**src/char_sync_defines.svh**
```systemverilog
// register offsets, field positions, the control reset value and line constants
// assumes a 32-bit register bus with word-aligned byte addresses
`ifndef CHAR_SYNC_DEFINES_SVH
`define CHAR_SYNC_DEFINES_SVH
// ------------------------------------------------------------
// register word indices (byte address = index * 4)
// ------------------------------------------------------------
`define IDX_CTRL 3'h0
`define IDX_SYNC 3'h1
`define IDX_DROPA 3'h2
`define IDX_DROPB 3'h3
`define IDX_LIMIT 3'h4
`define IDX_STOP 3'h5
`define IDX_STATUS 3'h6
`define IDX_TXCHR 3'h7
// ------------------------------------------------------------
// control and drop-mask field positions
// ------------------------------------------------------------
`define F_MODE 1:0
`define F_CODE 3:2
`define F_PAR 5:4
`define F_ERRCHK 6
`define F_IDLES 7
`define F_MSB 8
`define F_SUPP 9
`define F_SHIFT 12:10
`define F_BCC 14:13
`define F_DMASK 30:24
`define CTRL_RST 32'h0000000c
// ------------------------------------------------------------
// line and bus constants
// ------------------------------------------------------------
`define MIN_W 4'h5
`define FULL_W 4'h8
`define SYNC_CMP_BITS 5'h10
`define RESP_OKAY 2'h0
`define RESP_SLVERR 2'h2
`endif

```
**src/char_sync_pkg.sv**
```systemverilog
// types shared by the character sync receiver
// assumes nothing beyond a SystemVerilog tool
package char_sync_pkg;
   // ------------------------------------------------------------
   // line modes, parity choices and framer states
   // ------------------------------------------------------------
   typedef enum logic [1:0] {
      MODE_SYNC = 2'b00,
      MODE_MONO = 2'b01,
      MODE_ASYNC = 2'b10,
      MODE_RSVD = 2'b11
   } mode_t;
   typedef enum logic [1:0] {
      PAR_NONE = 2'b00,
      PAR_EVEN = 2'b01,
      PAR_ODD = 2'b10,
      PAR_IGNORE = 2'b11
   } parity_t;
   typedef enum logic [2:0] {
      ST_HUNT = 3'b000,
      ST_OUTSIDE = 3'b001,
      ST_INTEXT = 3'b010,
      ST_BCC = 3'b011,
      ST_DRAIN = 3'b100
   } state_t;
endpackage : char_sync_pkg

```
**src/char_sync_hunt_drop.sv**
```systemverilog
// character-oriented sync receiver: hunt, capture, drop sync
// assumes an AXI4-Lite master on clk and a slow line clock pin
//
// Notes on behaviour
// - short codes keep programmed match parity bit
// - 8-bit codes force match parity to setting
// - 8-bit plus parity with two syncs compares last 16 bits
// - capture starts after one or two syncs
// - idle is all ones, sync-on-idles option
// - drop list: one within, six outside chars
// - within char searched only inside checked text
// - no error check means all outside text
// - within char wins over stop chars
// - with checking, drop after block check chars
// - drop N chars after match or BCC
// - zero count, empty list never drops
// - drop logic only in synchronous modes
// - after drop, stop capture and hunt
// - outside idles are not captured unless count and list are empty
// - frame is code width plus parity bit
// - transmit ignore parity zero, or odd for 8
// - no bit shift for MSB first or suppress
// - bit shift moves through data bits only
// - check span after start, includes stop char
// - fourth stop char keeps receiver in sync
//
// Chosen here: the AXI4-Lite slave port and the address map.
`include "char_sync_defines.svh"
`timescale 1ns/100ps
module char_sync_hunt_drop
   import char_sync_pkg::*;
#(
   parameter int ADDR_W = 5,
   parameter int SHR_W = 18
) (
   input wire logic clk,
   input wire logic sys_rst,
   input wire logic [ADDR_W-1:0] s_axi_awaddr,
   input wire logic s_axi_awvalid,
   output logic s_axi_awready,
   input wire logic [31:0] s_axi_wdata,
   input wire logic [3:0] s_axi_wstrb,
   input wire logic s_axi_wvalid,
   output logic s_axi_wready,
   output logic [1:0] s_axi_bresp,
   output logic s_axi_bvalid,
   input wire logic s_axi_bready,
   input wire logic [ADDR_W-1:0] s_axi_araddr,
   input wire logic s_axi_arvalid,
   output logic s_axi_arready,
   output logic [31:0] s_axi_rdata,
   output logic [1:0] s_axi_rresp,
   output logic s_axi_rvalid,
   input wire logic s_axi_rready,
   input wire logic line_clk,
   input wire logic line_data,
   output logic [8:0] char_data,
   output logic char_valid,
   output logic char_checked,
   output logic in_sync,
   output logic sync_lost
);
   // ------------------------------------------------------------
   // elaboration checks
   // ------------------------------------------------------------
   if (ADDR_W != 5) begin : g_bad_addr
      $error("ADDR_W must be 5");
   end
   if (SHR_W != 18) begin : g_bad_shr
      $error("SHR_W must be 18");
   end

   // ------------------------------------------------------------
   // match character framing
   // ------------------------------------------------------------
   function automatic logic [8:0] match_frame(input logic [7:0] c,
         input logic [3:0] w, input parity_t p);
      logic [8:0] f;
      f = {1'b0, c};
      if (w == `FULL_W && p != PAR_NONE) begin
         f[8] = (p == PAR_EVEN) ? ^c : ~^c;
      end
      // shorter codes keep bit w as typed
      return f;
   endfunction : match_frame

   // ------------------------------------------------------------
   // register storage and bus state
   // ------------------------------------------------------------
   logic [31:0] cfg [0:7];
   logic aw_full;
   logic w_full;
   logic [ADDR_W-1:0] aw_addr;
   logic [31:0] w_data;
   logic [3:0] w_strb;
   state_t state;
   state_t next_state;
   logic [7:0] left;
   logic [7:0] next_left;
   logic [4:0] bitcnt;
   logic [4:0] hunt_bits;
   logic [SHR_W-1:0] shr;
   logic lc_s1, lc_s2, lc_prev;
   logic ld_s1, ld_s2;
   logic rel;
   logic trig;
   logic emit;
   logic chk;
   logic drain_chk;

   // ------------------------------------------------------------
   // bus decode
   // ------------------------------------------------------------
   wire do_write = aw_full && w_full && !s_axi_bvalid;
   wire [2:0] widx = aw_addr[4:2];
   wire [2:0] ridx = s_axi_araddr[4:2];
   wire w_bad = (widx == `IDX_STATUS) || (aw_addr[1:0] != 2'h0);
   wire r_bad = s_axi_araddr[1:0] != 2'h0;
   wire ar_take = s_axi_arvalid && s_axi_arready;
   assign s_axi_awready = !aw_full && !s_axi_bvalid;
   assign s_axi_wready = !w_full && !s_axi_bvalid;
   assign s_axi_arready = !s_axi_rvalid;

   // ------------------------------------------------------------
   // configuration fields
   // ------------------------------------------------------------
   wire [31:0] ctrl = cfg[`IDX_CTRL];
   wire mode_t mode = mode_t'(ctrl[`F_MODE]);
   wire parity_t par = parity_t'(ctrl[`F_PAR]);
   wire [3:0] w = `MIN_W + {2'h0, ctrl[`F_CODE]};
   wire has_par = par != PAR_NONE;
   // frame length from code and parity
   wire [3:0] flen = w + {3'h0, has_par};
   wire [8:0] fmask = 9'h1ff >> (4'h9 - flen);
   wire errchk = ctrl[`F_ERRCHK];
   wire mono = mode == MODE_MONO;
   wire sync_mode = (mode == MODE_SYNC) || mono;
   wire [6:0] dmask = cfg[`IDX_DROPB][`F_DMASK];
   wire [7:0] drop_n = cfg[`IDX_LIMIT][15:8];
   wire [1:0] bcc_len = ctrl[`F_BCC];
   wire keep_all = (drop_n == 8'h0) && (dmask == 7'h0);

   // shift only for LSB first without suppress
   wire [2:0] shift = ctrl[`F_SHIFT];
   wire shift_ok = !ctrl[`F_MSB] && !ctrl[`F_SUPP];
   // shift bounded by data width, skips parity
   wire [4:0] s_eff = (shift_ok && {1'b0, shift} < w) ?
      {2'h0, shift} : 5'h0;

   // ------------------------------------------------------------
   // sync pattern and hunt compare
   // ------------------------------------------------------------
   wire [7:0] sync1 = cfg[`IDX_SYNC][7:0];
   wire [7:0] sync2 = cfg[`IDX_SYNC][15:8];
   wire [8:0] f1 = ctrl[`F_IDLES] ? fmask :
      match_frame(sync1, w, par) & fmask;
   wire [8:0] f2 = ctrl[`F_IDLES] ? fmask :
      match_frame(sync2, w, par) & fmask;
   wire [4:0] nbits = mono ? {1'b0, flen} : {flen, 1'b0};
   wire [17:0] pat = mono ? {9'h0, f1} :
      (({9'h0, f2} << flen) | {9'h0, f1});
   wire [17:0] rxwin = shr >> (5'd18 - nbits);
   // at most the last 16 bits take part
   wire [4:0] cmpl = (nbits > `SYNC_CMP_BITS) ?
      `SYNC_CMP_BITS : nbits;
   wire [17:0] cmask = ((18'h1 << cmpl) - 18'h1) << (nbits - cmpl);
   wire sync_hit = (((rxwin ^ pat) & cmask) == 18'h0) &&
      (hunt_bits >= nbits);

   // ------------------------------------------------------------
   // received character and list compares
   // ------------------------------------------------------------
   wire bit_stb = lc_s2 && !lc_prev;
   // frame taken from the shift in flight, so its last bit counts
   wire [SHR_W-1:0] shr_in = {ld_s2, shr[SHR_W-1:1]};
   wire [8:0] fr = 9'(shr_in >> (5'd18 - {1'b0, flen}));
   wire is_idle = fr == fmask;
   wire char_done = (state != ST_HUNT) && bit_stb && (bitcnt == 5'h1);
   wire [7:0] lst [0:11];
   wire [11:0] hit;
   assign lst[0] = cfg[`IDX_DROPA][7:0];
   assign lst[1] = cfg[`IDX_DROPA][15:8];
   assign lst[2] = cfg[`IDX_DROPA][23:16];
   assign lst[3] = cfg[`IDX_DROPA][31:24];
   assign lst[4] = cfg[`IDX_DROPB][7:0];
   assign lst[5] = cfg[`IDX_DROPB][15:8];
   assign lst[6] = cfg[`IDX_DROPB][23:16];
   assign lst[7] = cfg[`IDX_STOP][7:0];
   assign lst[8] = cfg[`IDX_STOP][15:8];
   assign lst[9] = cfg[`IDX_STOP][23:16];
   assign lst[10] = cfg[`IDX_STOP][31:24];
   assign lst[11] = cfg[`IDX_LIMIT][7:0];
   // one comparator per programmed match character
   for (genvar i = 0; i < 12; i++) begin : g_cmp
      assign hit[i] = fr == (match_frame(lst[i], w, par) & fmask);
   end
   // slot 0 within text, slots 1..6 outside
   wire within_hit = hit[0] && dmask[0];
   wire out_hit = |(hit[6:1] & dmask[6:1]);
   wire [3:0] stop_hit = hit[10:7];
   wire start_hit = hit[11];

   // ------------------------------------------------------------
   // transmit framing of the test character
   // ------------------------------------------------------------
   wire [7:0] tx_c = cfg[`IDX_TXCHR][7:0] & (8'hff >> (4'h8 - w));
   logic tx_pb;
   always_comb begin
      tx_pb = 1'b0;
      unique case (par)
         PAR_EVEN: tx_pb = ^tx_c;
         PAR_ODD: tx_pb = ~^tx_c;
         // ignore gives zero, or odd for 8-bit
         PAR_IGNORE: tx_pb = (w == `FULL_W) ? ~^tx_c : 1'b0;
         PAR_NONE: tx_pb = 1'b0;
      endcase
   end
   wire [8:0] tx_frame = {1'b0, tx_c} |
      (has_par ? ({8'h0, tx_pb} << w) : 9'h0);

   // ------------------------------------------------------------
   // framer next state, evaluated per received character
   // ------------------------------------------------------------
   always_comb begin
      next_state = state;
      next_left = left;
      trig = 1'b0;
      rel = 1'b0;
      emit = 1'b1;
      chk = 1'b0;
      unique case (state)
         ST_HUNT: begin
            emit = 1'b0;
         end
         ST_OUTSIDE: begin
            emit = !is_idle || keep_all;
            // checking off keeps us outside text
            if (errchk && start_hit) begin
               next_state = ST_INTEXT;
            end else if (out_hit) begin
               trig = 1'b1;
            end
         end
         ST_INTEXT: begin
            chk = 1'b1;
            // within char only inside the limits
            if (within_hit) begin
               trig = 1'b1;
            end else if (stop_hit[3]) begin
               next_state = ST_OUTSIDE;
            end else if (|stop_hit[2:0]) begin
               if (bcc_len == 2'h0) begin
                  trig = !keep_all;
                  next_state = ST_OUTSIDE;
               end else begin
                  next_state = ST_BCC;
                  next_left = {6'h0, bcc_len};
               end
            end
         end
         ST_BCC: begin
            next_left = left - 8'h1;
            if (left == 8'h1) begin
               next_state = ST_OUTSIDE;
               trig = !keep_all;
            end
         end
         ST_DRAIN: begin
            chk = drain_chk;
            next_left = left - 8'h1;
            if (left == 8'h1) begin
               rel = 1'b1;
            end
         end
         default: begin
            next_state = ST_HUNT;
         end
      endcase
      // zero releases now, else count N chars
      if (trig) begin
         if (drop_n == 8'h0) begin
            rel = 1'b1;
         end else begin
            next_state = ST_DRAIN;
            next_left = drop_n;
         end
      end
      // release sends us back to hunting
      if (rel) begin
         next_state = ST_HUNT;
      end
   end

   // ------------------------------------------------------------
   // line pin synchronisers
   // ------------------------------------------------------------
   // two flops each; the line clock is only sampled
   always_ff @(posedge clk) begin
      lc_s1 <= line_clk;
      lc_s2 <= lc_s1;
      lc_prev <= lc_s2;
      ld_s1 <= line_data;
      ld_s2 <= ld_s1;
   end

   // ------------------------------------------------------------
   // bit shifter, bit counter and hunt
   // ------------------------------------------------------------
   // bits arrive least significant first, newest at the top
   always_ff @(posedge clk) begin
      if (sys_rst) begin
         shr <= '0;
      end else if (bit_stb) begin
         shr <= shr_in;
      end
   end

   // hunt_bits stops a stale window matching right after a drop
   always_ff @(posedge clk) begin
      if (sys_rst || state != ST_HUNT) begin
         hunt_bits <= 5'h0;
      end else if (bit_stb && hunt_bits != 5'h1f) begin
         hunt_bits <= hunt_bits + 5'h1;
      end
   end

   // alignment starts from a sync match over at most the last 16 bits
   always_ff @(posedge clk) begin
      if (sys_rst || !sync_mode) begin
         state <= ST_HUNT;
         left <= 8'h0;
      end else if (state == ST_HUNT && sync_hit) begin
         state <= ST_OUTSIDE;
      end else if (char_done) begin
         state <= next_state;
         left <= next_left;
      end
   end

   always_ff @(posedge clk) begin
      if (sys_rst || state == ST_HUNT) begin
         drain_chk <= 1'b0;
      end else if (char_done && state != ST_DRAIN) begin
         drain_chk <= chk;
      end
   end

   // first frame may be stretched by the realign shift
   always_ff @(posedge clk) begin
      if (sys_rst) begin
         bitcnt <= 5'h0;
      end else if (state == ST_HUNT) begin
         bitcnt <= {1'b0, flen} + s_eff;
      end else if (char_done) begin
         bitcnt <= {1'b0, flen};
      end else if (bit_stb) begin
         bitcnt <= bitcnt - 5'h1;
      end
   end

   // ------------------------------------------------------------
   // capture outputs
   // ------------------------------------------------------------
   // in-sync level, sync-lost pulse
   assign in_sync = state != ST_HUNT;
   always_ff @(posedge clk) begin
      if (sys_rst) begin
         char_data <= 9'h0;
         char_valid <= 1'b0;
         char_checked <= 1'b0;
         sync_lost <= 1'b0;
      end else begin
         char_valid <= char_done && emit;
         sync_lost <= char_done && rel;
         if (char_done) begin
            char_data <= fr;
            char_checked <= chk;
         end
      end
   end

   // ------------------------------------------------------------
   // AXI4-Lite write path
   // ------------------------------------------------------------
   // address and data may arrive in either order
   always_ff @(posedge clk) begin
      if (sys_rst) begin
         aw_full <= 1'b0;
         w_full <= 1'b0;
         aw_addr <= '0;
         w_data <= 32'h0;
         w_strb <= 4'h0;
      end else begin
         if (s_axi_awvalid && s_axi_awready) begin
            aw_full <= 1'b1;
            aw_addr <= s_axi_awaddr;
         end else if (do_write) begin
            aw_full <= 1'b0;
         end
         if (s_axi_wvalid && s_axi_wready) begin
            w_full <= 1'b1;
            w_data <= s_axi_wdata;
            w_strb <= s_axi_wstrb;
         end else if (do_write) begin
            w_full <= 1'b0;
         end
      end
   end

   // response one cycle after both halves are held
   always_ff @(posedge clk) begin
      if (sys_rst) begin
         s_axi_bvalid <= 1'b0;
         s_axi_bresp <= `RESP_OKAY;
      end else if (do_write) begin
         s_axi_bvalid <= 1'b1;
         s_axi_bresp <= w_bad ? `RESP_SLVERR : `RESP_OKAY;
      end else if (s_axi_bready) begin
         s_axi_bvalid <= 1'b0;
      end
   end

   // byte-lane writes; status word is read only
   always_ff @(posedge clk) begin
      if (sys_rst) begin
         for (int r = 0; r < 8; r++) begin
            cfg[r] <= (r == 0) ? `CTRL_RST : 32'h0;
         end
      end else if (do_write && !w_bad) begin
         for (int b = 0; b < 4; b++) begin
            if (w_strb[b]) begin
               cfg[widx][8*b +: 8] <= w_data[8*b +: 8];
            end
         end
      end
   end

   // ------------------------------------------------------------
   // AXI4-Lite read path
   // ------------------------------------------------------------
   wire [31:0] status = {28'h0, state, in_sync};
   wire [31:0] rd_word = (ridx == `IDX_STATUS) ? status :
      (ridx == `IDX_TXCHR) ? {23'h0, tx_frame} : cfg[ridx];
   always_ff @(posedge clk) begin
      if (sys_rst) begin
         s_axi_rvalid <= 1'b0;
         s_axi_rdata <= 32'h0;
         s_axi_rresp <= `RESP_OKAY;
      end else if (ar_take) begin
         s_axi_rvalid <= 1'b1;
         s_axi_rdata <= r_bad ? 32'h0 : rd_word;
         s_axi_rresp <= r_bad ? `RESP_SLVERR : `RESP_OKAY;
      end else if (s_axi_rready) begin
         s_axi_rvalid <= 1'b0;
      end
   end
endmodule : char_sync_hunt_drop

```
**config.mk**
```make
export PLATFORM = sky130hd
export DESIGN_NAME = char_sync_hunt_drop
export DESIGN_NICKNAME = d
export VERILOG_FILES = /design/src/char_sync_pkg.sv /design/src/char_sync_hunt_drop.sv
export VERILOG_INCLUDE_DIRS = /design/src
export SDC_FILE = /design/constraint.sdc
export NUM_CORES = 1
export LEC_CHECK = 0
export ABC_AREA = 0
export BUFFER_PORTS_ARGS = -buffer_cell sky130_fd_sc_hd__buf_2
export CAP_MARGIN = 20
export CORE_ASPECT_RATIO = 1.75
export CORE_UTILIZATION = 35
export DETAILED_ROUTE_END_ITERATION = 8
export SLEW_MARGIN = 25
export SYNTH_ARGS = -nofsm -noshare
export SYNTH_HDL_FRONTEND = slang
export SYNTH_SLANG_ARGS = --single-unit
```
**constraint.sdc**
```tcl
create_clock -name clk -period 9.35 [get_ports clk]
set_clock_uncertainty 0.2 [all_clocks]
set_input_delay 0.4675 -clock clk [delete_from_list [all_inputs] [get_ports clk]]
set_output_delay 0.4675 -clock clk [all_outputs]
set_load 0.01 [all_outputs]
```
### Word-level counts from Yosys, hierarchy flattened

Memories as Yosys holds them, arrays and structs flattened.
Index checks and enable logic that the tools add are counted.

| storage, ports and cells | value |
|---|---|
| register bits after elaboration | 138 |
| bits in writable memories | 256 |
| output and inout port bits | 54 |
| logic and storage cells | 300 |
| memories kept | 1 |

| cells by class | value |
|---|---|
| $add $sub $neg | 12 |
| $lt $le $gt $ge | 3 |
| equality and inequality tests | 29 |
| shift operators | 8 |
| muxes and demuxes | 106 |
| bitwise gates (word level) | 21 |
| reductions and logical operators | 94 |

Memories:

| name | depth | width | rd ports | clocked after Yosys merged registers in | wr ports | line | source |
|---|---|---|---|---|---|---|---|
| cfg | 8 | 32 | 8 | 0 | 8 | char_sync_hunt_drop.sv:90 | `logic [31:0] cfg [0:7];` |

Operator list:

| kind | count |
|---|---|
| $mux W32 | 4 |
| $and A9 B9 Y9 | 14 |
| $reduce_xnor A8 Y1 | 15 |
| $reduce_xor A8 Y1 | 15 |
| $eq A9 B9 Y1 | 13 |
| $mux W1 | 67 |
| $mux W8 | 6 |
| $reduce_or A32 Y1 | 1 |
| $mux W3 | 10 |
| $mux W9 | 3 |
| $mux W5 | 5 |
| $logic_and A1 B1 Y1 | 23 |
| $and A18 B18 Y18 | 1 |
| $logic_not A18 Y1 | 1 |
| $mux W18 | 1 |
| $or A18 B9 Y18 | 1 |
| $shl A1 B5 Y18 const A | 1 |
| $shl A18 B5 Y18 | 1 |
| $shl A9 B4 Y18 | 1 |
| $shr A18 B5 Y18 | 1 |
| $shr A18 B5 Y9 | 1 |
| $sub A18 B1 Y18 const B | 1 |
| $xor A18 B18 Y18 | 1 |
| $pmux W8 S2 | 1 |
| other kinds (48) | 85 |

### Depth between registers and ports, before layout

Gate-level depths: netlist of the first run.
An unclocked memory read counts as a cell.

| logic depth | value |
|---|---|
| word-level depth | 17 |
| gate-level depth with buffers | 29 |
| gate-level depth less buffers | 20 |

### Worst setup path before layout of the first run

OpenSTA, ideal clock, no wires.

| timing path | value |
|---|---|
| path kind | reg2reg |
| start point | memory cfg[0][2] |
| end point | register state[1] |
| setup time | 70 ps |
| arrival | 6044 ps |
| data required time | 9080 ps |
| slack | 3037 ps |
| cell stages (with the launch flop) | 21 |
| path buffers | 3 |
| period minus slack after synthesis | 6313 ps |
| path through | edfxtp_1 > inv_1 > ha_1 > inv_1 > fa_1 > clkbuf_1 > clkinv_1 > clkbuf_1 > ha_1 > xnor2_2 > buf_2 > mux4_2 > a21oi_1 > a21oi_4 > xnor2_1 > a2111o_1 > o41ai_4 > o31a_1 > a21bo_1 > or4_1 > a21oi_1 |

RTL lines:

| element | line | source |
|---|---|---|
| from (decl) | char_sync_hunt_drop.sv:90 |  |
| to (signal assigned) | char_sync_hunt_drop.sv:335 | `state <= next_state;` |
| to (decl) | char_sync_hunt_drop.sv:96 | `state_t state;` |

==> results.cfg, run 1 <==
[run_status]
status = finished clean

[worst_setup_path]
endpoint_kind = register
critPathKind = register to register
start_kind = register
crit_chain = inv_1 > ha_2 > inv_1 > fa_2 > clkinv_1 > ha_1 > xor2_4 > buf_4 > nor3_1 > or4b_4 > mux2i_2 > nor3_1 > o22ai_1 > or4_1 > o211a_2 > nor4_1 > a311oi_2 > o21a_1 > o31a_1
arrival_ps = 7680
crit_slowest_cell = nor3_1
crit_required_ps = 9600
reg2reg_setup_slack_ps = 1920
cp_slowest_stage_delay_ps = 890
cp_max_fo = 27

[yosys]
synth_cells = 2564
yosysMostFrequentCell = nand2_1
synthTopCellsByCount = 254 x nand2_1, 220 x and2_1, 204 x nor2_1, 200 x edfxtp_1, 158 x a21oi_1
async_reset_ff_share_pct = 0
yosysUniqueCellTypes = 102
ys_seq_area_share_pct = 37.4
synth.top_cells.by_area = edfxtp_1 26%, dfxtp_1 12%, and2_1 5.9%
synth_area_mm2 = 0.0234
synth_edf_count = 200
yosysWarnings = 0
avgSynthCellArea_um2 = 9.11
synthFlopType = edfxtp_1
ys_seq_elements = 336
yosysTopAreaCell = edfxtp_1
synth_top_area_share_pct = 25.7

[timing]
grt_setup_unrepaired = false
fin_ws_ps = 1920
finalSetupTns_ps = 0
period_share_pct = 79.5
clock.fmax_mhz = 135
slew_violations = 0
setup_viol = 0
fin_crit_ps = 7430
relSlewSlack_pct = 23.6
worst_pin_slew_ps = 1140
hold_viol = 0

[die]
num_rows = 125
num_io_pins = 109
core_mm2 = 0.0662
chipWidth_um = 197
start_util_pct = 35.3
die_y_um = 344
dieArea_mm2 = 0.0678

[cts]
clock-sinks = 336
clockBufferDepth = 3
clkSlewWorstSetupHoldPaths_ps = 70
cts_buffers = 34
h-tree-depth = 2
cts_resized = 0
cts_tree = yes
cts_root_buf = clkbuf_16
clk_latency_ps = 570

[power]
leakagePower_nw = 9.78
powerDensity_mw_per_mm2 = 139
ir_drop_mv = 0.131

[detailed_routing]
drtIter0Drc = 1819
num_vias = 21725
routed_via_density = 6.09
wl_mm = 113
postRouteAntennaNets = 0
wl_per_cell_um = 31.8
drt-pass1-iter-count = 6
drc_errors = 0

[grt]
grt_start_max_net_pins = 66
first_global_vias = 21741
grt.total_usage_pct = 33.6
grt_antenna_before_repair = 7
grt_overflow = 0
grt_pass1_wl_mm = 160

[place]
dp_cells = 3460
dp_slack_ps = 1960
io_buffer_count = 106
place_hpwl_mm = 87.5
gp_congestion = 1.05

[final_layout]
multi_input_area_mm2 = 0.0137
layout-drive-gt1-share_pct = 14.7
layout.nets = 2740
n_fill_cell = 6694
final_cells = 3567
utilization_pct = 40.0
seqCellArea_mm2 = 0.00873
synthToLayoutAreaGrowth_pct = 13.2

[run]
drv_cap = 0

[min_path]
hold_class = input port to register
==> report_power, final <==
part | switching [mW] | internal (mW)
Clock | 0.653 | 0.749
Sequential | 0.0861 | 1.61
Combinational | 0.363 | 0.224
Total | 1.10 | 2.59
==> layer usage <==
| metal | vias up | track usage [%] | wire (um) |
|---|---|---|---|
| met2 | 1102 | 58.9 | 56900 |
| met5 | - | 0 | 36 |
| met3 | 431 | 5.70 | 6810 |
| li1 | 9554 | - | - |
| met4 | 6 | 31.7 | 12600 |
| met1 | 10632 | 33.4 | 37000 |
==> final timing paths <==
check | start | end | cells past startpoint
max | cfg[0][2]$_SDFFCE_PN1P_ | left[4]$_SDFFE_PP0P_ | 19
min | s_axi_bready | s_axi_bvalid$_SDFFE_PP0P_ | 4
max reg2reg | cfg[0][2]$_SDFFCE_PN1P_ | left[4]$_SDFFE_PP0P_ | 19
min reg2reg | ld_s1$_DFF_P_ | ld_s2$_DFF_P_ | 0
==> worst max-delay path: cells and delay by family, from the launching register on <==
family | cells | cell delay, ps
and+or+nand+nor | 5 | 2630
adders and majority gates | 3 | 1390
AOI/OAI and AO/OA | 5 | 1030
buffers and inverters | 4 | 870
DFF | 1 | 520
muxes | 1 | 370
xor gates and xnor gates | 1 | 280
==> registers in the layout (all words and copies together), names as in the netlist, 3 cells and up <==
signal / count
w_data: 32
w_strb: 4
hunt_bits: 5
cfg: 200
aw_addr: 5
state: 3
left: 8
char_data: 9
bitcnt: 5
s_axi_rdata: 32
shr: 18
==> logic make-up after synthesis <==
logic type	after synthesis	synth area share, %
fa+ha+maj	33	1.83
flops	336	37.4
simple gates	1003	21.7
xor+xnor	169	6.92
compound gates	612	17.6
buf+inv	246	4.34
mux	163	10.1
other cells	2	0.0321
==> cells in the final DEF (no fill, tap or decap), drive strengths merged, types with 20 or more instances in the layout <==
cell         instances
nor2               204
nand2b              28
o22ai               45
mux2i               79
xor2                35
buf                183
dfxtp              136
ha                  31
o221ai              22
clkbuf              41
xnor2              126
o21ai              109
mux4                56
and2               220
a22oi               41
a21oi              159
dlygate4sd3         44
nor3                74
or2                 34
a31oi               21
nand4               21
a211oi              29
mux2                28
nand2              254
a32oi               20
nand3               57
edfxtp             200
inv                 68
==> stage by stage <==
| stage | power, mW | hold WS, ps | instance area (um^2) |
|---|---|---|---|
| 2_1_floorplan | 2.05 | 110 | 23400 |
| 3_3_place_gp | 2.28 | 113 | 24900 |
| 3_5_place_dp | 2.29 | 114 | 24900 |
| 4_1_cts | 3.69 | 34.1 | 26400 |
| 5_1_grt | 3.78 | 54.8 | 26400 |
| 6_report | 3.69 | 6.14 | 26500 |
==> final cells by class <==
type                       instances  share of cell area, %
clock buffer                      40                   3.50
tap                              889                   4.21
sequential                       336                   33.0
antenna                            1                0.00946
timing repair buffer             228                   5.90
multi-input combinational       1985                   51.8
inverter                          67                  0.951
clock inverter                    21                  0.658
==> timing repair <==
action                    in CTS  in global routing
setup buffers                  0                  0
hold endpoints to repair      43                  0
hold buffers                  44                  0
Note: power is estimated with default switching activity, not from simulation.
==> run 2: changes to the inputs <==
==> constraint.sdc (replaced) <==
create_clock -name clk -period 6.4 [get_ports clk]
set_clock_uncertainty 0.2 [all_clocks]
set_input_delay 0.32 -clock clk [delete_from_list [all_inputs] [get_ports clk]]
set_output_delay 0.32 -clock clk [all_outputs]
set_load 0.01 [all_outputs]
==> results.cfg, run 2 (synthesized netlist as in run 1, its figures left out) <==
[worst_setup_path]
arrival_ps = 6450
critPathMostFrequentCell = buf_4
cp_num_buf_inv = 6
worst-r2r-cell-count = 22
cp_num_cells = 22
endpoint = left[4]$_SDFFE_PP0P_
critPathKind = register to register
timing.rr.start = cfg[0][5]$_SDFFCE_PN0P_
crit_chain = or2_2 > ha_2 > inv_1 > fa_2 > buf_4 > ha_1 > buf_12 > mux4_2 > and2_1 > o21ai_0 > a21oi_1 > buf_4 > or2_2 > buf_4 > a221oi_1 > o2111ai_1 > o32a_1 > nand4b_1 > a311oi_2 > buf_4 > o21a_1 > o31a_1
crit_family = compound AO/OA/AOI/OAI gates
cp_slowest_stage_delay_ps = 520
cp_max_fo = 27
endpoint_kind = register
reg2reg_setup_slack_ps = 190
crit_required_ps = 6640
start_kind = register
crit_slowest_cell = o21ai_0
rr_endpoint = left[4]$_SDFFE_PP0P_
crit_start = cfg[0][5]$_SDFFCE_PN0P_

[die]
num_rows = 125
dieArea_mm2 = 0.0678
chipWidth_um = 197
die_y_um = 344
start_util_pct = 35.3
core_mm2 = 0.0662
num_io_pins = 109

[place]
gp_congestion = 1.08
io_buffer_count = 106
place_hpwl_mm = 89.0

[power]
intPower_mw = 3.89
power.share.clock_pct = 38.2
p_switching_mw = 1.55
netSwitchingFraction_pct = 28.5
power.total_mw = 5.44
leakagePower_nw = 10.5
powerDensity_mw_per_mm2 = 197
seq_power_share_pct = 45.6
ir_drop_mv = 0.254
pwr-share-comb_pct = 16.3

[detailed_routing]
drt-pass1-iter-count = 5
wl_mm = 112
drc_errors = 0
postRouteAntennaNets = 0
num_vias = 21907
wl_per_cell_um = 30.3
routed_via_density = 5.93
drtIter0Drc = 1750

[final_layout]
synthToLayoutAreaGrowth_pct = 18.0
layout-drive-gt1-share_pct = 18.0
mostFrequentLayoutCell = nand2_1
layout.nets = 2869
largest_register = cfg
top_regs = cfg x200, s_axi_rdata x32, w_data x32
largest_reg_flops = 200
final_cell_mix = 254 x nand2_1, 220 x and2_1, 204 x nor2_1, 200 x edfxtp_1, 189 x buf_4
n_fill_cell = 6532

[grt]
first_global_vias = 22159
grt.total_usage_pct = 33.0
grt_overflow = 0
grt_start_max_net_pins = 65
grt_pass1_wl_mm = 159
grt_antenna_before_repair = 2

[timing]
relSlewSlack_pct = 31.0
hold_viol = 0
finalSetupTns_ps = 0
period_share_pct = 97.1
slew_violations = 0
grt_setup_unrepaired = false
fin_crit_ps = 6210
setup_viol = 0
clock.fmax_mhz = 161
worst_pin_slew_ps = 1040

[cts]
clockBufferDepth = 3
cts_tree = yes
cts_setup_buffers = 0
clkSlewWorstSetupHoldPaths_ps = 60
h-tree-depth = 2
clk_latency_ps = 550
cts_buffers = 34
cts_root_buf = clkbuf_16
clock-sinks = 336

[min_path]
worstHoldStart = ld_s1$_DFF_P_
hold_class = register to register

[run_status]
status = finished clean

[run]
drv_cap = 0
==> run 2: worst min-delay path by stage <==
stage	end	slack [ps]	cells after the start
3_5_place_dp	ld_s2$_DFF_P_	110	0
6_report	ld_s2$_DFF_P_	130	0
4_1_cts	ld_s2$_DFF_P_	130	0
5_1_grt	ld_s2$_DFF_P_	150	0
3_3_place_gp	ld_s2$_DFF_P_	110	0
2_1_floorplan	lc_s2$_DFF_P_	110	0
==> run 2: cell type report <==
type	count	area (um^2)	area share, %
Antenna cell	1	2.50	0.00908
Clock buffer	43	981	3.56
Clock inverter	17	165	0.599
Inverter	67	251	0.912
Multi-Input combinational cell	1985	13700	49.6
Sequential cell	336	8730	31.7
Tap cell	889	1110	4.03
Timing Repair Buffer	357	2650	9.62
==> run 2: power by group through the flow <==
stage	sequential [mW]	combinational, mW	clock [mW]
after floorplan	2.45	0.548	0
final	2.48	0.885	2.08
after CTS	2.48	0.869	2.11
after global routing	2.48	0.937	2.18
after global placement	2.52	0.835	0
after detailed placement	2.53	0.838	0
==> run 2: repair_timing <==
item,CTS,global route
resized for setup,0,5
setup endpoints to repair,0,12
hold buffers,56,0
hold endpoints to repair,56,0
==> run 2: metrics by stage <==
stage | setup WS (ps) | std cells | utilization (%) | hold WS [ps] | area (um^2)
after floorplan | 86.5 | 2567 | - | 110 | 23400
after CTS | 68.7 | 3694 | 41.6 | 126 | 27500
after global placement | 15.5 | 3578 | 39.0 | 113 | 25800
after global routing | 6.95 | 3694 | 41.7 | 147 | 27600
after detailed placement | 76.3 | 3578 | 39.0 | 112 | 25800
final | 185 | 3695 | 41.7 | 126 | 27600
==> run 2: layer usage <==
layer  vias to the layer above  routed length [um]  GRT usage [%]
li1                       9815                   -              -
met1                     10802               37300           32.5
met2                       930               57500           59.7
met3                       360                5860           4.76
met4                         0               11400           29.2
met5                         -                   0              0
==> run 3: changes to the inputs <==
--- a/config.mk
+++ b/config.mk
@@ -12,7 +12,7 @@
 export CORE_ASPECT_RATIO = 1.75
 export CORE_UTILIZATION = 35
 export DETAILED_ROUTE_END_ITERATION = 8
-export SLEW_MARGIN = 25
+export SLEW_MARGIN = 40
 export SYNTH_ARGS = -nofsm -noshare
 export SYNTH_HDL_FRONTEND = slang
 export SYNTH_SLANG_ARGS = --single-unit
==> constraint.sdc (replaced) <==
create_clock -name clk -period 6.4 [get_ports clk]
set_clock_uncertainty 0.2 [all_clocks]
set_input_delay 1.28 -clock clk [delete_from_list [all_inputs] [get_ports clk]]
set_output_delay 1.28 -clock clk [all_outputs]
set_load 0.01 [all_outputs]
==> results.cfg, run 3 (synthesized netlist as in run 1, its figures left out) <==
[run_status]
status = finished clean

[die]
dieArea_mm2 = 0.0678
chipWidth_um = 197
num_rows = 125
core_mm2 = 0.0662
die_y_um = 344
start_util_pct = 35.3
num_io_pins = 109

[grt]
grt_util_met1_pct = 32.8
grt_start_max_net_pins = 77
grt_antenna_before_repair = 7
use_met3_pct = 5.96
first_global_vias = 21554
grt_pass1_wl_mm = 158
grt.total_usage_pct = 32.9
grt_overflow = 0
use_met2_pct = 57.6
top_usage_layer = met2

[cts]
h-tree-depth = 1
cts_root_buf = clkbuf_16
cts_tree = yes
ctsHoldBuffers = 0
clockBufferDepth = 3
clkSlewWorstSetupHoldPaths_ps = 70
clk_latency_ps = 630
cts_buffers = 31
clock-sinks = 336

[final_layout]
largest_reg_flops = 200
utilization_pct = 40.9
mostFrequentLayoutCell = nand2_1
layout.nets = 2823
layout-drive-gt1-share_pct = 18.8
largest_register = cfg
top_regs = cfg x200, s_axi_rdata x32, w_data x32
synthToLayoutAreaGrowth_pct = 15.9
final_cell_mix = 254 x nand2_1, 220 x and2_1, 204 x nor2_1, 203 x buf_4, 200 x edfxtp_1

[worst_setup_path]
crit_required_ps = 6760
start_kind = register
endpoint_kind = register
arrival_ps = 6600
crit_start = cfg[0][5]$_SDFFCE_PN0P_
timing.rr.start = cfg[0][5]$_SDFFCE_PN0P_
critPathKind = register to register
cp_max_fo = 13

[timing]
worst_pin_slew_ps = 943
clock.fmax_mhz = 160
finalSetupTns_ps = 0
fin_crit_ps = 6230
period_share_pct = 97.4
relSlewSlack_pct = 36.5
slew_violations = 0
hold_viol = 0
grt_setup_unrepaired = true
finalHoldWorstSlack_ps = 127
setup_viol = 0

[min_path]
worstHoldStart = ld_s1$_DFF_P_
hold_class = register to register

[detailed_routing]
drt-pass1-iter-count = 8
wl_mm = 112
postRouteAntennaNets = 0
wl_per_cell_um = 30.7
drtIter0Drc = 1600
num_vias = 21770
drc_errors = 0
routed_via_density = 5.96

[place]
io_buffer_count = 106
gp_congestion = 1.11
place_hpwl_mm = 88.6

[power]
leakagePower_nw = 10.3
ir_drop_mv = 0.189
powerDensity_mw_per_mm2 = 199

[run]
drv_cap = 0
## run 3: worst max-delay path, cell delays in order, from the launching register on
cell and delay [ps]:
edfxtp_1 390, or2_2 320, ha_2 170, inv_1 60
fa_2 490, ha_1 450, buf_4 260, mux2_2 400
mux4_2 620, o21ai_2 280, o21a_4 350, o211a_1 170
nand4b_1 140, nor4_1 440, buf_4 270, and3_1 200
a21oi_1 50, o221a_2 290, or4_1 520, a21oi_1 130
## run 3: layout make-up
class	instances	area [um^2]
inverter	67	251
timing repair buffer	314	2180
antenna	4	10.0
multi-input combinational	1985	13700
clock inverter	19	218
clock buffer	39	900
fill	6560	39100
sequential	336	8730
tap	889	1110
## run 3: metal layers
metal	wire length, um	part of all wire [%]
met5	37	0.033
met4	12200	11
met3	7090	6.3
met2	55600	50
met1	37000	33
## run 3: timing repair
item,4_1_cts,5_1_grt
setup buffers,0,1
setup endpoints to repair,0,5
endpoints found under the hold margin,0,0
resized for setup,0,3
## run 3: final timing paths
check	to	slack, ps	cells after the start
max	state[1]$_SDFFE_PP0P_	170	19
min	ld_s2$_DFF_P_	130	0
max reg2reg	state[1]$_SDFFE_PP0P_	170	19
min reg2reg	ld_s2$_DFF_P_	130	0
## run 3: power breakdown
part           leakage, nW  switching (mW)  internal, mW
registers             3.17           0.121          2.36
clock network        0.555           0.893          1.16
logic                 6.54           0.524         0.336
total                 10.3            1.54          3.85
## run 3: stage by stage
step                      worst slack (ps)  area (um^2)  power, mW  std cells
after floorplan                       86.5        23400       3.00       2567
after detailed placement               181        25900       3.37       3590
after global routing                 -4.03        27100       5.55       3650
final                                  166        27100       5.39       3653
after global placement                 160        25900       3.36       3590
after CTS                              179        27000       5.40       3648
